<file path="src/inc/sidrf_consts.svh">
/*
 * constants for the source id / response format register bank:
 * offsets, field positions, reset values and format widths.
 * assumes inclusion by bare name from design and bench files.
 */
`ifndef SIDRF_CONSTS_SVH
`define SIDRF_CONSTS_SVH

`define SIDRF_ADDR_SRC0 8'h1a
`define SIDRF_ADDR_SRC1 8'h1b
`define SIDRF_ADDR_TIMING 8'h22

`define SIDRF_RST_SRC0 8'h00
`define SIDRF_RST_SRC1 8'h00
`define SIDRF_RST_TIMING 8'h00

`define SIDRF_SRC_EN_BIT 7
`define SIDRF_FMT_MSB 6
`define SIDRF_FMT_LSB 4
`define SIDRF_ID_MSB 3
`define SIDRF_ID_LSB 0
`define SIDRF_SRC1_MASK 8'h8f

`define SIDRF_TIM_PER_MSB 7
`define SIDRF_TIM_PER_LSB 5
`define SIDRF_TIM_TRAIN_SEL_BIT 4
`define SIDRF_TIM_CAL_RST_BIT 3
`define SIDRF_TIM_CMD_MSB 2
`define SIDRF_TIM_CMD_LSB 1
`define SIDRF_TIM_CAL_EN_BIT 0

`define SIDRF_PSI5_NARROW 5'h0a
`define SIDRF_PSI5_WIDE 5'h10
`define SIDRF_PSI5_PROG 5'h0a

`endif

</file>
<file path="src/inc/sidrf_pkg.sv">
/*
 * types for the source id / response format register bank.
 * assumes nothing beyond a systemverilog compiler.
 */
package sidrf_pkg;

	typedef enum logic [2:0] {
		SIDRF_MODE_DSI3 = 3'h0,
		SIDRF_MODE_SPI = 3'h1,
		SIDRF_MODE_I2C = 3'h2,
		SIDRF_MODE_PSI5_ASYNC = 3'h3,
		SIDRF_MODE_PSI5_SYNC = 3'h4,
		SIDRF_MODE_PSI5_DAISY = 3'h5,
		SIDRF_MODE_PSI5_PROG = 3'h6
	} sidrf_mode_t;

	typedef enum logic [1:0] {
		SIDRF_SPI_NONE = 2'h0,
		SIDRF_SPI_SLOT0 = 2'h1,
		SIDRF_SPI_SLOT1 = 2'h2,
		SIDRF_SPI_ERROR = 2'h3
	} sidrf_spi_resp_t;

endpackage

</file>
<file path="src/sidrf_bank.sv">
/*
 * source id / response format / timing configuration register bank.
 * holds both source registers and the timing register, decodes frame
 * layout per protocol mode, resolves spi source id requests and
 * tells the transmitter which slots to send.
 * assumes: one clock, synchronous reset, a protocol front end that
 * issues one-cycle register strobes and spi requests, and an otp loader
 * that presents load values with a one-cycle load strobe after reset.
 */
// Behaviour
// both source registers readable and writable in dsi3, spi, i2c, psi5 prog
// source register contents feed the configuration array error check
// source zero: enable, format, id; source one: enable, reserved, id
// each enable gates its source's responses per protocol
// dsi3 format codes 0..3 give listed id/counter/status/data widths
// dsi3 format codes 4..7 give listed widths and total lengths
// psi5 data width 10 if format msb clear, else 16
// psi5 programming mode always uses a 10-bit data field
// host must not pick a width that cannot fit its timing
// format code has no effect in spi and i2c modes
// spi request: exclusive enabled match selects slot zero or one
// spi request matching both enabled sources returns error response
// spi request matching no enabled source returns error response
// dsi3 periodic: enabled sources send id and slot at own start
// psi5 async/daisy send slot zero always; sync follows enables
// psi5 ignores stored identifiers, only enables count
// timing register: period, train select, cal reset, cmd period, cal en
// timing register readable and writable in the listed modes
// timing register contents feed the configuration array error check
// cal enable trains; else cal reset restores untrained, clear holds
// reserved bits of source one read zero, writes ignored
`timescale 1ns/1ps
`default_nettype none
`include "sidrf_consts.svh"

module sidrf_bank (
	input wire logic clk_sys_i,
	input wire logic srst_i,
	input wire sidrf_pkg::sidrf_mode_t mode_i,
	input wire logic otp_load_i,
	input wire logic [7:0] otp_src0_i,
	input wire logic [7:0] otp_src1_i,
	input wire logic [7:0] otp_timing_i,
	input wire logic reg_wr_i,
	input wire logic reg_rd_i,
	input wire logic [7:0] reg_addr_i,
	input wire logic [7:0] reg_wdata_i,
	output logic [7:0] reg_rdata_o,
	output logic reg_ack_o,
	output logic reg_err_o,
	input wire logic spi_req_i,
	input wire logic [3:0] spi_source_id_i,
	output sidrf_pkg::sidrf_spi_resp_t spi_resp_o,
	output logic spi_resp_valid_o,
	output logic [2:0] frame_format_code_o,
	output logic [2:0] src_id_bits_o,
	output logic [1:0] keepalive_bits_o,
	output logic [2:0] status_bits_o,
	output logic [4:0] data_bits_o,
	output logic [5:0] frame_total_bits_o,
	output logic send_slot_zero_o,
	output logic send_slot_one_o,
	output logic [3:0] frame_source_id_zero_o,
	output logic [3:0] frame_source_id_one_o,
	output logic [2:0] collection_period_code_o,
	output logic training_protocol_select_o,
	output logic [1:0] command_period_code_o,
	output logic osc_train_o,
	output logic osc_untrained_o,
	output logic osc_hold_o,
	output logic [23:0] cfg_array_o
);

	////////////////////////////////////////////////////////////////////
	// mode decode

	function automatic logic reg_access_ok(sidrf_pkg::sidrf_mode_t m);
		reg_access_ok = (m == sidrf_pkg::SIDRF_MODE_DSI3) ||
			(m == sidrf_pkg::SIDRF_MODE_SPI) ||
			(m == sidrf_pkg::SIDRF_MODE_I2C) ||
			(m == sidrf_pkg::SIDRF_MODE_PSI5_PROG);
	endfunction

	function automatic logic is_psi5(sidrf_pkg::sidrf_mode_t m);
		is_psi5 = (m == sidrf_pkg::SIDRF_MODE_PSI5_ASYNC) ||
			(m == sidrf_pkg::SIDRF_MODE_PSI5_SYNC) ||
			(m == sidrf_pkg::SIDRF_MODE_PSI5_DAISY) ||
			(m == sidrf_pkg::SIDRF_MODE_PSI5_PROG);
	endfunction

	////////////////////////////////////////////////////////////////////
	// register file

	logic [7:0] src0_q, src0_d;
	logic [7:0] src1_q, src1_d;
	logic [7:0] timing_q, timing_d;
	logic [7:0] rdata_q, rdata_d;
	logic ack_q, ack_d;
	logic err_q, err_d;
	logic access_ok;
	logic hit0, hit1, hitt;

	always_comb begin
		access_ok = reg_access_ok(mode_i); // see R1
		hit0 = reg_addr_i == `SIDRF_ADDR_SRC0;
		hit1 = reg_addr_i == `SIDRF_ADDR_SRC1;
		hitt = reg_addr_i == `SIDRF_ADDR_TIMING;
		src0_d = src0_q;
		src1_d = src1_q;
		timing_d = timing_q;
		rdata_d = rdata_q;
		ack_d = 1'b0;
		err_d = 1'b0;
		if (otp_load_i) begin
			// otp load wins over a bus write in the same cycle
			src0_d = otp_src0_i;
			src1_d = otp_src1_i & `SIDRF_SRC1_MASK;
			timing_d = otp_timing_i;
		end else if (reg_wr_i && access_ok) begin
			if (hit0) begin
				src0_d = reg_wdata_i;
			end
			if (hit1) begin
				src1_d = reg_wdata_i & `SIDRF_SRC1_MASK; // see R3
			end
			if (hitt) begin
				timing_d = reg_wdata_i;
			end
		end
		if (reg_wr_i || reg_rd_i) begin
			ack_d = 1'b1;
			err_d = !access_ok || !(hit0 || hit1 || hitt);
			if (reg_rd_i) begin
				rdata_d = 8'h00;
				if (access_ok && hit0) begin
					rdata_d = src0_q;
				end else if (access_ok && hit1) begin
					rdata_d = src1_q;
				end else if (access_ok && hitt) begin
					rdata_d = timing_q;
				end
			end
		end
	end

	always_ff @(posedge clk_sys_i) begin
		if (srst_i) begin
			src0_q <= `SIDRF_RST_SRC0;
			src1_q <= `SIDRF_RST_SRC1;
			timing_q <= `SIDRF_RST_TIMING;
			rdata_q <= 8'h00;
			ack_q <= 1'b0;
			err_q <= 1'b0;
		end else begin
			src0_q <= src0_d;
			src1_q <= src1_d;
			timing_q <= timing_d;
			rdata_q <= rdata_d;
			ack_q <= ack_d;
			err_q <= err_d;
		end
	end

	assign reg_rdata_o = rdata_q;
	assign reg_ack_o = ack_q;
	assign reg_err_o = err_q;
	// the error check sees all three registers as one array
	assign cfg_array_o = {timing_q, src1_q, src0_q}; // see R2

	////////////////////////////////////////////////////////////////////
	// field views

	logic en0, en1;
	logic [2:0] fmt;
	logic [3:0] id0, id1;

	assign en0 = src0_q[`SIDRF_SRC_EN_BIT];
	assign en1 = src1_q[`SIDRF_SRC_EN_BIT];
	assign fmt = src0_q[`SIDRF_FMT_MSB:`SIDRF_FMT_LSB];
	assign id0 = src0_q[`SIDRF_ID_MSB:`SIDRF_ID_LSB];
	assign id1 = src1_q[`SIDRF_ID_MSB:`SIDRF_ID_LSB];
	assign frame_format_code_o = fmt;

	////////////////////////////////////////////////////////////////////
	// frame layout

	logic [2:0] sid_w_d, sid_w_q;
	logic [1:0] ka_w_d, ka_w_q;
	logic [2:0] st_w_d, st_w_q;
	logic [4:0] dat_w_d, dat_w_q;
	logic [5:0] tot_d, tot_q;

	always_comb begin
		sid_w_d = 3'h0;
		ka_w_d = 2'h0;
		st_w_d = 3'h0;
		dat_w_d = 5'h00;
		tot_d = 6'h00;
		if (mode_i == sidrf_pkg::SIDRF_MODE_DSI3) begin
			unique case (fmt)
				3'h0: begin sid_w_d = 3'h0; ka_w_d = 2'h2; st_w_d = 3'h4;
					dat_w_d = 5'h0a; tot_d = 6'h18; end
				3'h1: begin sid_w_d = 3'h4; ka_w_d = 2'h2; st_w_d = 3'h4;
					dat_w_d = 5'h0a; tot_d = 6'h1c; end
				3'h2: begin sid_w_d = 3'h0; ka_w_d = 2'h0; st_w_d = 3'h4;
					dat_w_d = 5'h0c; tot_d = 6'h18; end
				3'h3: begin sid_w_d = 3'h4; ka_w_d = 2'h0; st_w_d = 3'h4;
					dat_w_d = 5'h0c; tot_d = 6'h1c; end
				3'h4: begin sid_w_d = 3'h0; ka_w_d = 2'h2; st_w_d = 3'h0;
					dat_w_d = 5'h0a; tot_d = 6'h14; end
				3'h5: begin sid_w_d = 3'h0; ka_w_d = 2'h0; st_w_d = 3'h0;
					dat_w_d = 5'h10; tot_d = 6'h18; end
				3'h6: begin sid_w_d = 3'h0; ka_w_d = 2'h0; st_w_d = 3'h4;
					dat_w_d = 5'h10; tot_d = 6'h1c; end
				3'h7: begin sid_w_d = 3'h4; ka_w_d = 2'h0; st_w_d = 3'h4;
					dat_w_d = 5'h10; tot_d = 6'h20; end
			endcase
		end else if (mode_i == sidrf_pkg::SIDRF_MODE_PSI5_PROG) begin
			dat_w_d = `SIDRF_PSI5_PROG;
		end else if (is_psi5(mode_i)) begin
			// only the msb counts, lower format bits are don't care
			dat_w_d = fmt[2] ? `SIDRF_PSI5_WIDE : `SIDRF_PSI5_NARROW;
		end
		// spi and i2c leave every width at zero: format is inert there

	end

	always_ff @(posedge clk_sys_i) begin
		if (srst_i) begin
			sid_w_q <= 3'h0;
			ka_w_q <= 2'h0;
			st_w_q <= 3'h0;
			dat_w_q <= 5'h00;
			tot_q <= 6'h00;
		end else begin
			sid_w_q <= sid_w_d;
			ka_w_q <= ka_w_d;
			st_w_q <= st_w_d;
			dat_w_q <= dat_w_d;
			tot_q <= tot_d;
		end
	end

	assign src_id_bits_o = sid_w_q;
	assign keepalive_bits_o = ka_w_q;
	assign status_bits_o = st_w_q;
	assign data_bits_o = dat_w_q;
	assign frame_total_bits_o = tot_q;

	////////////////////////////////////////////////////////////////////
	// slot selection for periodic transmission

	logic snd0_d, snd0_q, snd1_d, snd1_q;
	logic [3:0] fid0_d, fid0_q, fid1_d, fid1_q;

	always_comb begin
		snd0_d = 1'b0;
		snd1_d = 1'b0;
		fid0_d = 4'h0;
		fid1_d = 4'h0;
		unique case (mode_i)
			sidrf_pkg::SIDRF_MODE_DSI3: begin
				snd0_d = en0; // see R4
				snd1_d = en1;
				fid0_d = id0;
				fid1_d = id1;
			end
			sidrf_pkg::SIDRF_MODE_PSI5_ASYNC,
			sidrf_pkg::SIDRF_MODE_PSI5_DAISY: begin
				snd0_d = 1'b1;
			end
			sidrf_pkg::SIDRF_MODE_PSI5_SYNC: begin
				snd0_d = en0; // see R15
				snd1_d = en1;
			end
			default: begin
				snd0_d = 1'b0;
			end
		endcase
	end

	always_ff @(posedge clk_sys_i) begin
		if (srst_i) begin
			snd0_q <= 1'b0;
			snd1_q <= 1'b0;
			fid0_q <= 4'h0;
			fid1_q <= 4'h0;
		end else begin
			snd0_q <= snd0_d;
			snd1_q <= snd1_d;
			fid0_q <= fid0_d;
			fid1_q <= fid1_d;
		end
	end

	assign send_slot_zero_o = snd0_q;
	assign send_slot_one_o = snd1_q;
	assign frame_source_id_zero_o = fid0_q;
	assign frame_source_id_one_o = fid1_q;

	////////////////////////////////////////////////////////////////////
	// spi source id resolution

	sidrf_pkg::sidrf_spi_resp_t resp_d, resp_q;
	logic rv_d, rv_q;
	logic m0, m1;

	always_comb begin
		// disabled registers never count as a match
		m0 = en0 && (id0 == spi_source_id_i);
		m1 = en1 && (id1 == spi_source_id_i);
		rv_d = spi_req_i;
		resp_d = resp_q;
		if (spi_req_i) begin
			if (m0 && !m1) begin
				resp_d = sidrf_pkg::SIDRF_SPI_SLOT0;
			end else if (m1 && !m0) begin
				resp_d = sidrf_pkg::SIDRF_SPI_SLOT1;
			end else begin
				resp_d = sidrf_pkg::SIDRF_SPI_ERROR; // see R12
			end
		end
	end

	always_ff @(posedge clk_sys_i) begin
		if (srst_i) begin
			resp_q <= sidrf_pkg::SIDRF_SPI_NONE;
			rv_q <= 1'b0;
		end else begin
			resp_q <= resp_d;
			rv_q <= rv_d;
		end
	end

	assign spi_resp_o = resp_q;
	assign spi_resp_valid_o = rv_q;

	////////////////////////////////////////////////////////////////////
	// timing fields and oscillator training control

	logic cal_en, cal_rst;

	assign cal_en = timing_q[`SIDRF_TIM_CAL_EN_BIT];
	assign cal_rst = timing_q[`SIDRF_TIM_CAL_RST_BIT];
	assign collection_period_code_o =
		timing_q[`SIDRF_TIM_PER_MSB:`SIDRF_TIM_PER_LSB];
	assign training_protocol_select_o = timing_q[`SIDRF_TIM_TRAIN_SEL_BIT];
	assign command_period_code_o =
		timing_q[`SIDRF_TIM_CMD_MSB:`SIDRF_TIM_CMD_LSB];
	assign osc_train_o = cal_en;
	assign osc_untrained_o = !cal_en && cal_rst;
	assign osc_hold_o = !cal_en && !cal_rst;

endmodule

`default_nettype wire

</file>
<file path="config.mk">
export PLATFORM = sky130hd
export DESIGN_NAME = sidrf_bank
export DESIGN_NICKNAME = d
export VERILOG_FILES = /design/src/inc/sidrf_pkg.sv /design/src/sidrf_bank.sv
export VERILOG_INCLUDE_DIRS = /design/src /design/src/inc
export SDC_FILE = /design/constraint.sdc
export NUM_CORES = 1
export LEC_CHECK = 0
export BUFFER_PORTS_ARGS = -buffer_cell sky130_fd_sc_hd__buf_2
export CAP_MARGIN = 20
export CORE_MARGIN = 4
export CORE_UTILIZATION = 32
export DETAILED_ROUTE_END_ITERATION = 12
export GPL_TIMING_DRIVEN = 0
export SYNTH_ARGS = -nofsm -noshare
export SYNTH_HDL_FRONTEND = slang
export SYNTH_SLANG_ARGS = --single-unit
</file>
<file path="constraint.sdc">
create_clock -name clk_sys_i -period 4.6 [get_ports clk_sys_i]
set_clock_uncertainty 0.2 [all_clocks]
set_input_delay 0.69 -clock clk_sys_i [delete_from_list [all_inputs] [get_ports clk_sys_i]]
set_output_delay 0.69 -clock clk_sys_i [all_outputs]
set_load 0.02 [all_outputs]
</file>
==> run summary <==
Worst min path class - reg2reg
DIE WIDTH - 104.6 microns
Portion of the clock cycle consumed by the worst path in the final layout - 0.6033
Die height - 104.6 microns
Cells after synthesis - 318
Core footprint - 8891 sq um
Pin count of the biggest net entering global routing - 12
Largest buffer count on any clock path - 2
Total design power - 0.001417 W
Setup repair after global routing missed its margin - false
P_leak - 1.944 nW
Clock latency reported for the late side of the worst-skew pair - 0.34 ns
Critical Path Fanout Max - 6
Total clock buffers created by CTS - 9
Flip-flop and latch count after synthesis - 65
Post CTS Setup Buffer Count - 0
Number of optimization iterations in the first detailed-route pass - 4
GPL Wtd Cong - 0.7962
Port-buffer cells - 112
Clock sink count - 65
Die ar. - 10940 sq um
GR Util All Layers - 0.1583
Design Area, Final - 3964 sq um
Count of flip-flops with a built-in enable after synthesis - 0
Layout Area Growth over Synthesis - 32.72%
Slew at the pin closest to its max-slew limit - 0.9317 ns
Proportion of synthesized chip area in sequential cells - 0.4357
Primary flip-flop cell chosen by synthesis mapping - dfxtp_1
Sum Neg Setup Slack - 0 ns
Leading cell types in the layout, fill and taps excluded - buf_2, dfxtp_1, nor2_1
Run status - finished, final reports clean
Worst Hold Margin - 0.2228 ns
Average routed wire per standard cell - 15.44 microns
Power density normalized to cell area - 357.6 nW/um^2
Via/cell ratio - 4.773
Overflow left after global routing - 0
Number of diodes - 0
Clk pin slew, worst setup/hold paths - 0.07 ns
Detailed placer's ending HPWL - 6890 microns
Netlist cell types - 47
DRC violations left - 0
Resized Gates After CTS - 0
Number of top-level pins - 131
Warning count from the yosys run - 0
Initial standard-cell utilization of the core - 0.3359
CTS tree - done
Net total in the final layout - 507
Total vias in the final route - 2692
Worst slew margin - 0.3732
Asr flop ratio synth - 0
Number of antenna violations at the first check in global routing - 0
Number of pins exceeding their max-slew limit in the final report - 0
Number of hold-slack violations in the final timing report - 0
Number of design-rule violations left by the first detailed-router iteration - 93
Post-place instance area - 3720 sq um
H-tree levels - 3
Number of hold buffers added after cts - 0
# setup viols final - 0
Shortest period the worst path allows - 2.775 ns
Average footprint of a synthesized cell - 9.392 sq um
Remaining number of nets flagged by the antenna check after routing - 0
Synthesized area - 2987 sq um
Worst Path Class, Setup - in2reg
First-pass GRT wire length - 13750 microns
Floorplan row count - 34
Number of global-route vias before repair - 2635
Place WS - 1.503 ns
Total Routed Length - 8709 microns
Kind of launch point of the worst setup path - input port
Endpoint arrival time on the critical path - 2.78 ns
Share of cells above drive strength 1 - 0.3772
Setup crit end kind - flip-flop
Commonest non-fill, non-tap cell in the layout - buf_2
IR drop worst, VDD - 0.1636 mV
CTS root buf - clkbuf_8
Number of maximum-capacitance constraint violations - 0
Worst endpoint required time - 4.60 ns
Final Worst Setup Slack - 1.825 ns
Max Fclk - 360.4 MHz
cell families after synthesis:
family | share of synthesized area
AOI/OAI and AO/OA | 0.1211
xor gates and xnor gates | 0.02639
adders and majority gates | 0.01257
buffers and inverters | 0.09342
DFF | 0.4357
muxes | 0.06033
other | 0.001256
and+or+nand+nor | 0.2493
path summary, 6_finish.rpt:
kind | from | endpoint | slack [ns] | depth (start not counted)
max | reg_addr_i[0] | flip-flop | 1.83 | 9
min | flip-flop | status_bits_o[2]$_SDFF_PP0_ | 0.22 | 1
max reg2reg | src0_q[4]$_SDFFE_PP0N_ | flip-flop | 2.81 | 6
min reg2reg | flip-flop | status_bits_o[2]$_SDFF_PP0_ | 0.22 | 1
Yosys cell counts, types with 2 or more instances:
master,count,share of area
a211oi_1,18,0.045
a22oi_1,3,0.0075
a21oi_1,8,0.013
buf_4,22,0.055
nor2b_1,17,0.036
a221o_1,5,0.017
o211ai_1,5,0.013
buf_2,4,0.0067
xor2_1,6,0.018
nand2b_1,9,0.019
mux2_2,8,0.030
or3b_2,2,0.0059
xnor2_1,3,0.0088
nor4_1,5,0.010
inv_1,9,0.011
clkbuf_1,11,0.014
a41oi_1,2,0.0059
dfxtp_1,65,0.44
nor2_1,24,0.030
nor3_1,16,0.027
mux2i_1,9,0.030
and2_1,17,0.036
nand3_1,3,0.0050
nand2_1,9,0.011
and3_1,13,0.027
ha_1,3,0.013
buf_1,2,0.0025
metrics by stage:
step                      cells    util
after global placement      548  0.4184
after floorplan             328       -
final                       564  0.4458
after detailed placement    548  0.4184
after CTS                   564  0.4458
after global routing        564  0.4458
metal layers:
metal	vias to the layer above	wire, microns	track usage
li1	1353	-	-
met5	-	0	0
met3	10	496	0.03699
met2	89	4025	0.2505
met4	0	133	0.06092
met1	1240	4054	0.2102
cell type report:
| type | instances | area [sq um] |
|---|---|---|
| Tap cell | 108 | 135.1 |
| Multi-Input combinational cell | 214 | 1444 |
| Inverter | 9 | 33.78 |
| Clock inverter | 5 | 102.6 |
| Sequential cell | 65 | 1301 |
| Timing Repair Buffer | 112 | 560.5 |
| Fill cell | 885 | 4927 |
| Buffer | 40 | 245.2 |
| Clock buffer | 11 | 141.4 |
power breakdown:
group	total, W	leakage, nW	switching, W	internal, W
registers	0.000612	0.534	0.0000232	0.000589
clock network	0.000595	0.120	0.000221	0.000374
logic	0.000210	1.29	0.000123	0.0000875
critical path, cell delays in order:
cell	delay [ns]
buf_2	0.12
nor4b_2	0.46
nand4_1	0.39
mux2_2	0.41
o21ai_2	0.25
inv_1	0.10
ha_1	0.19
mux2i_1	0.13
nor2_1	0.05
Power figures use the tool's default switching activity.
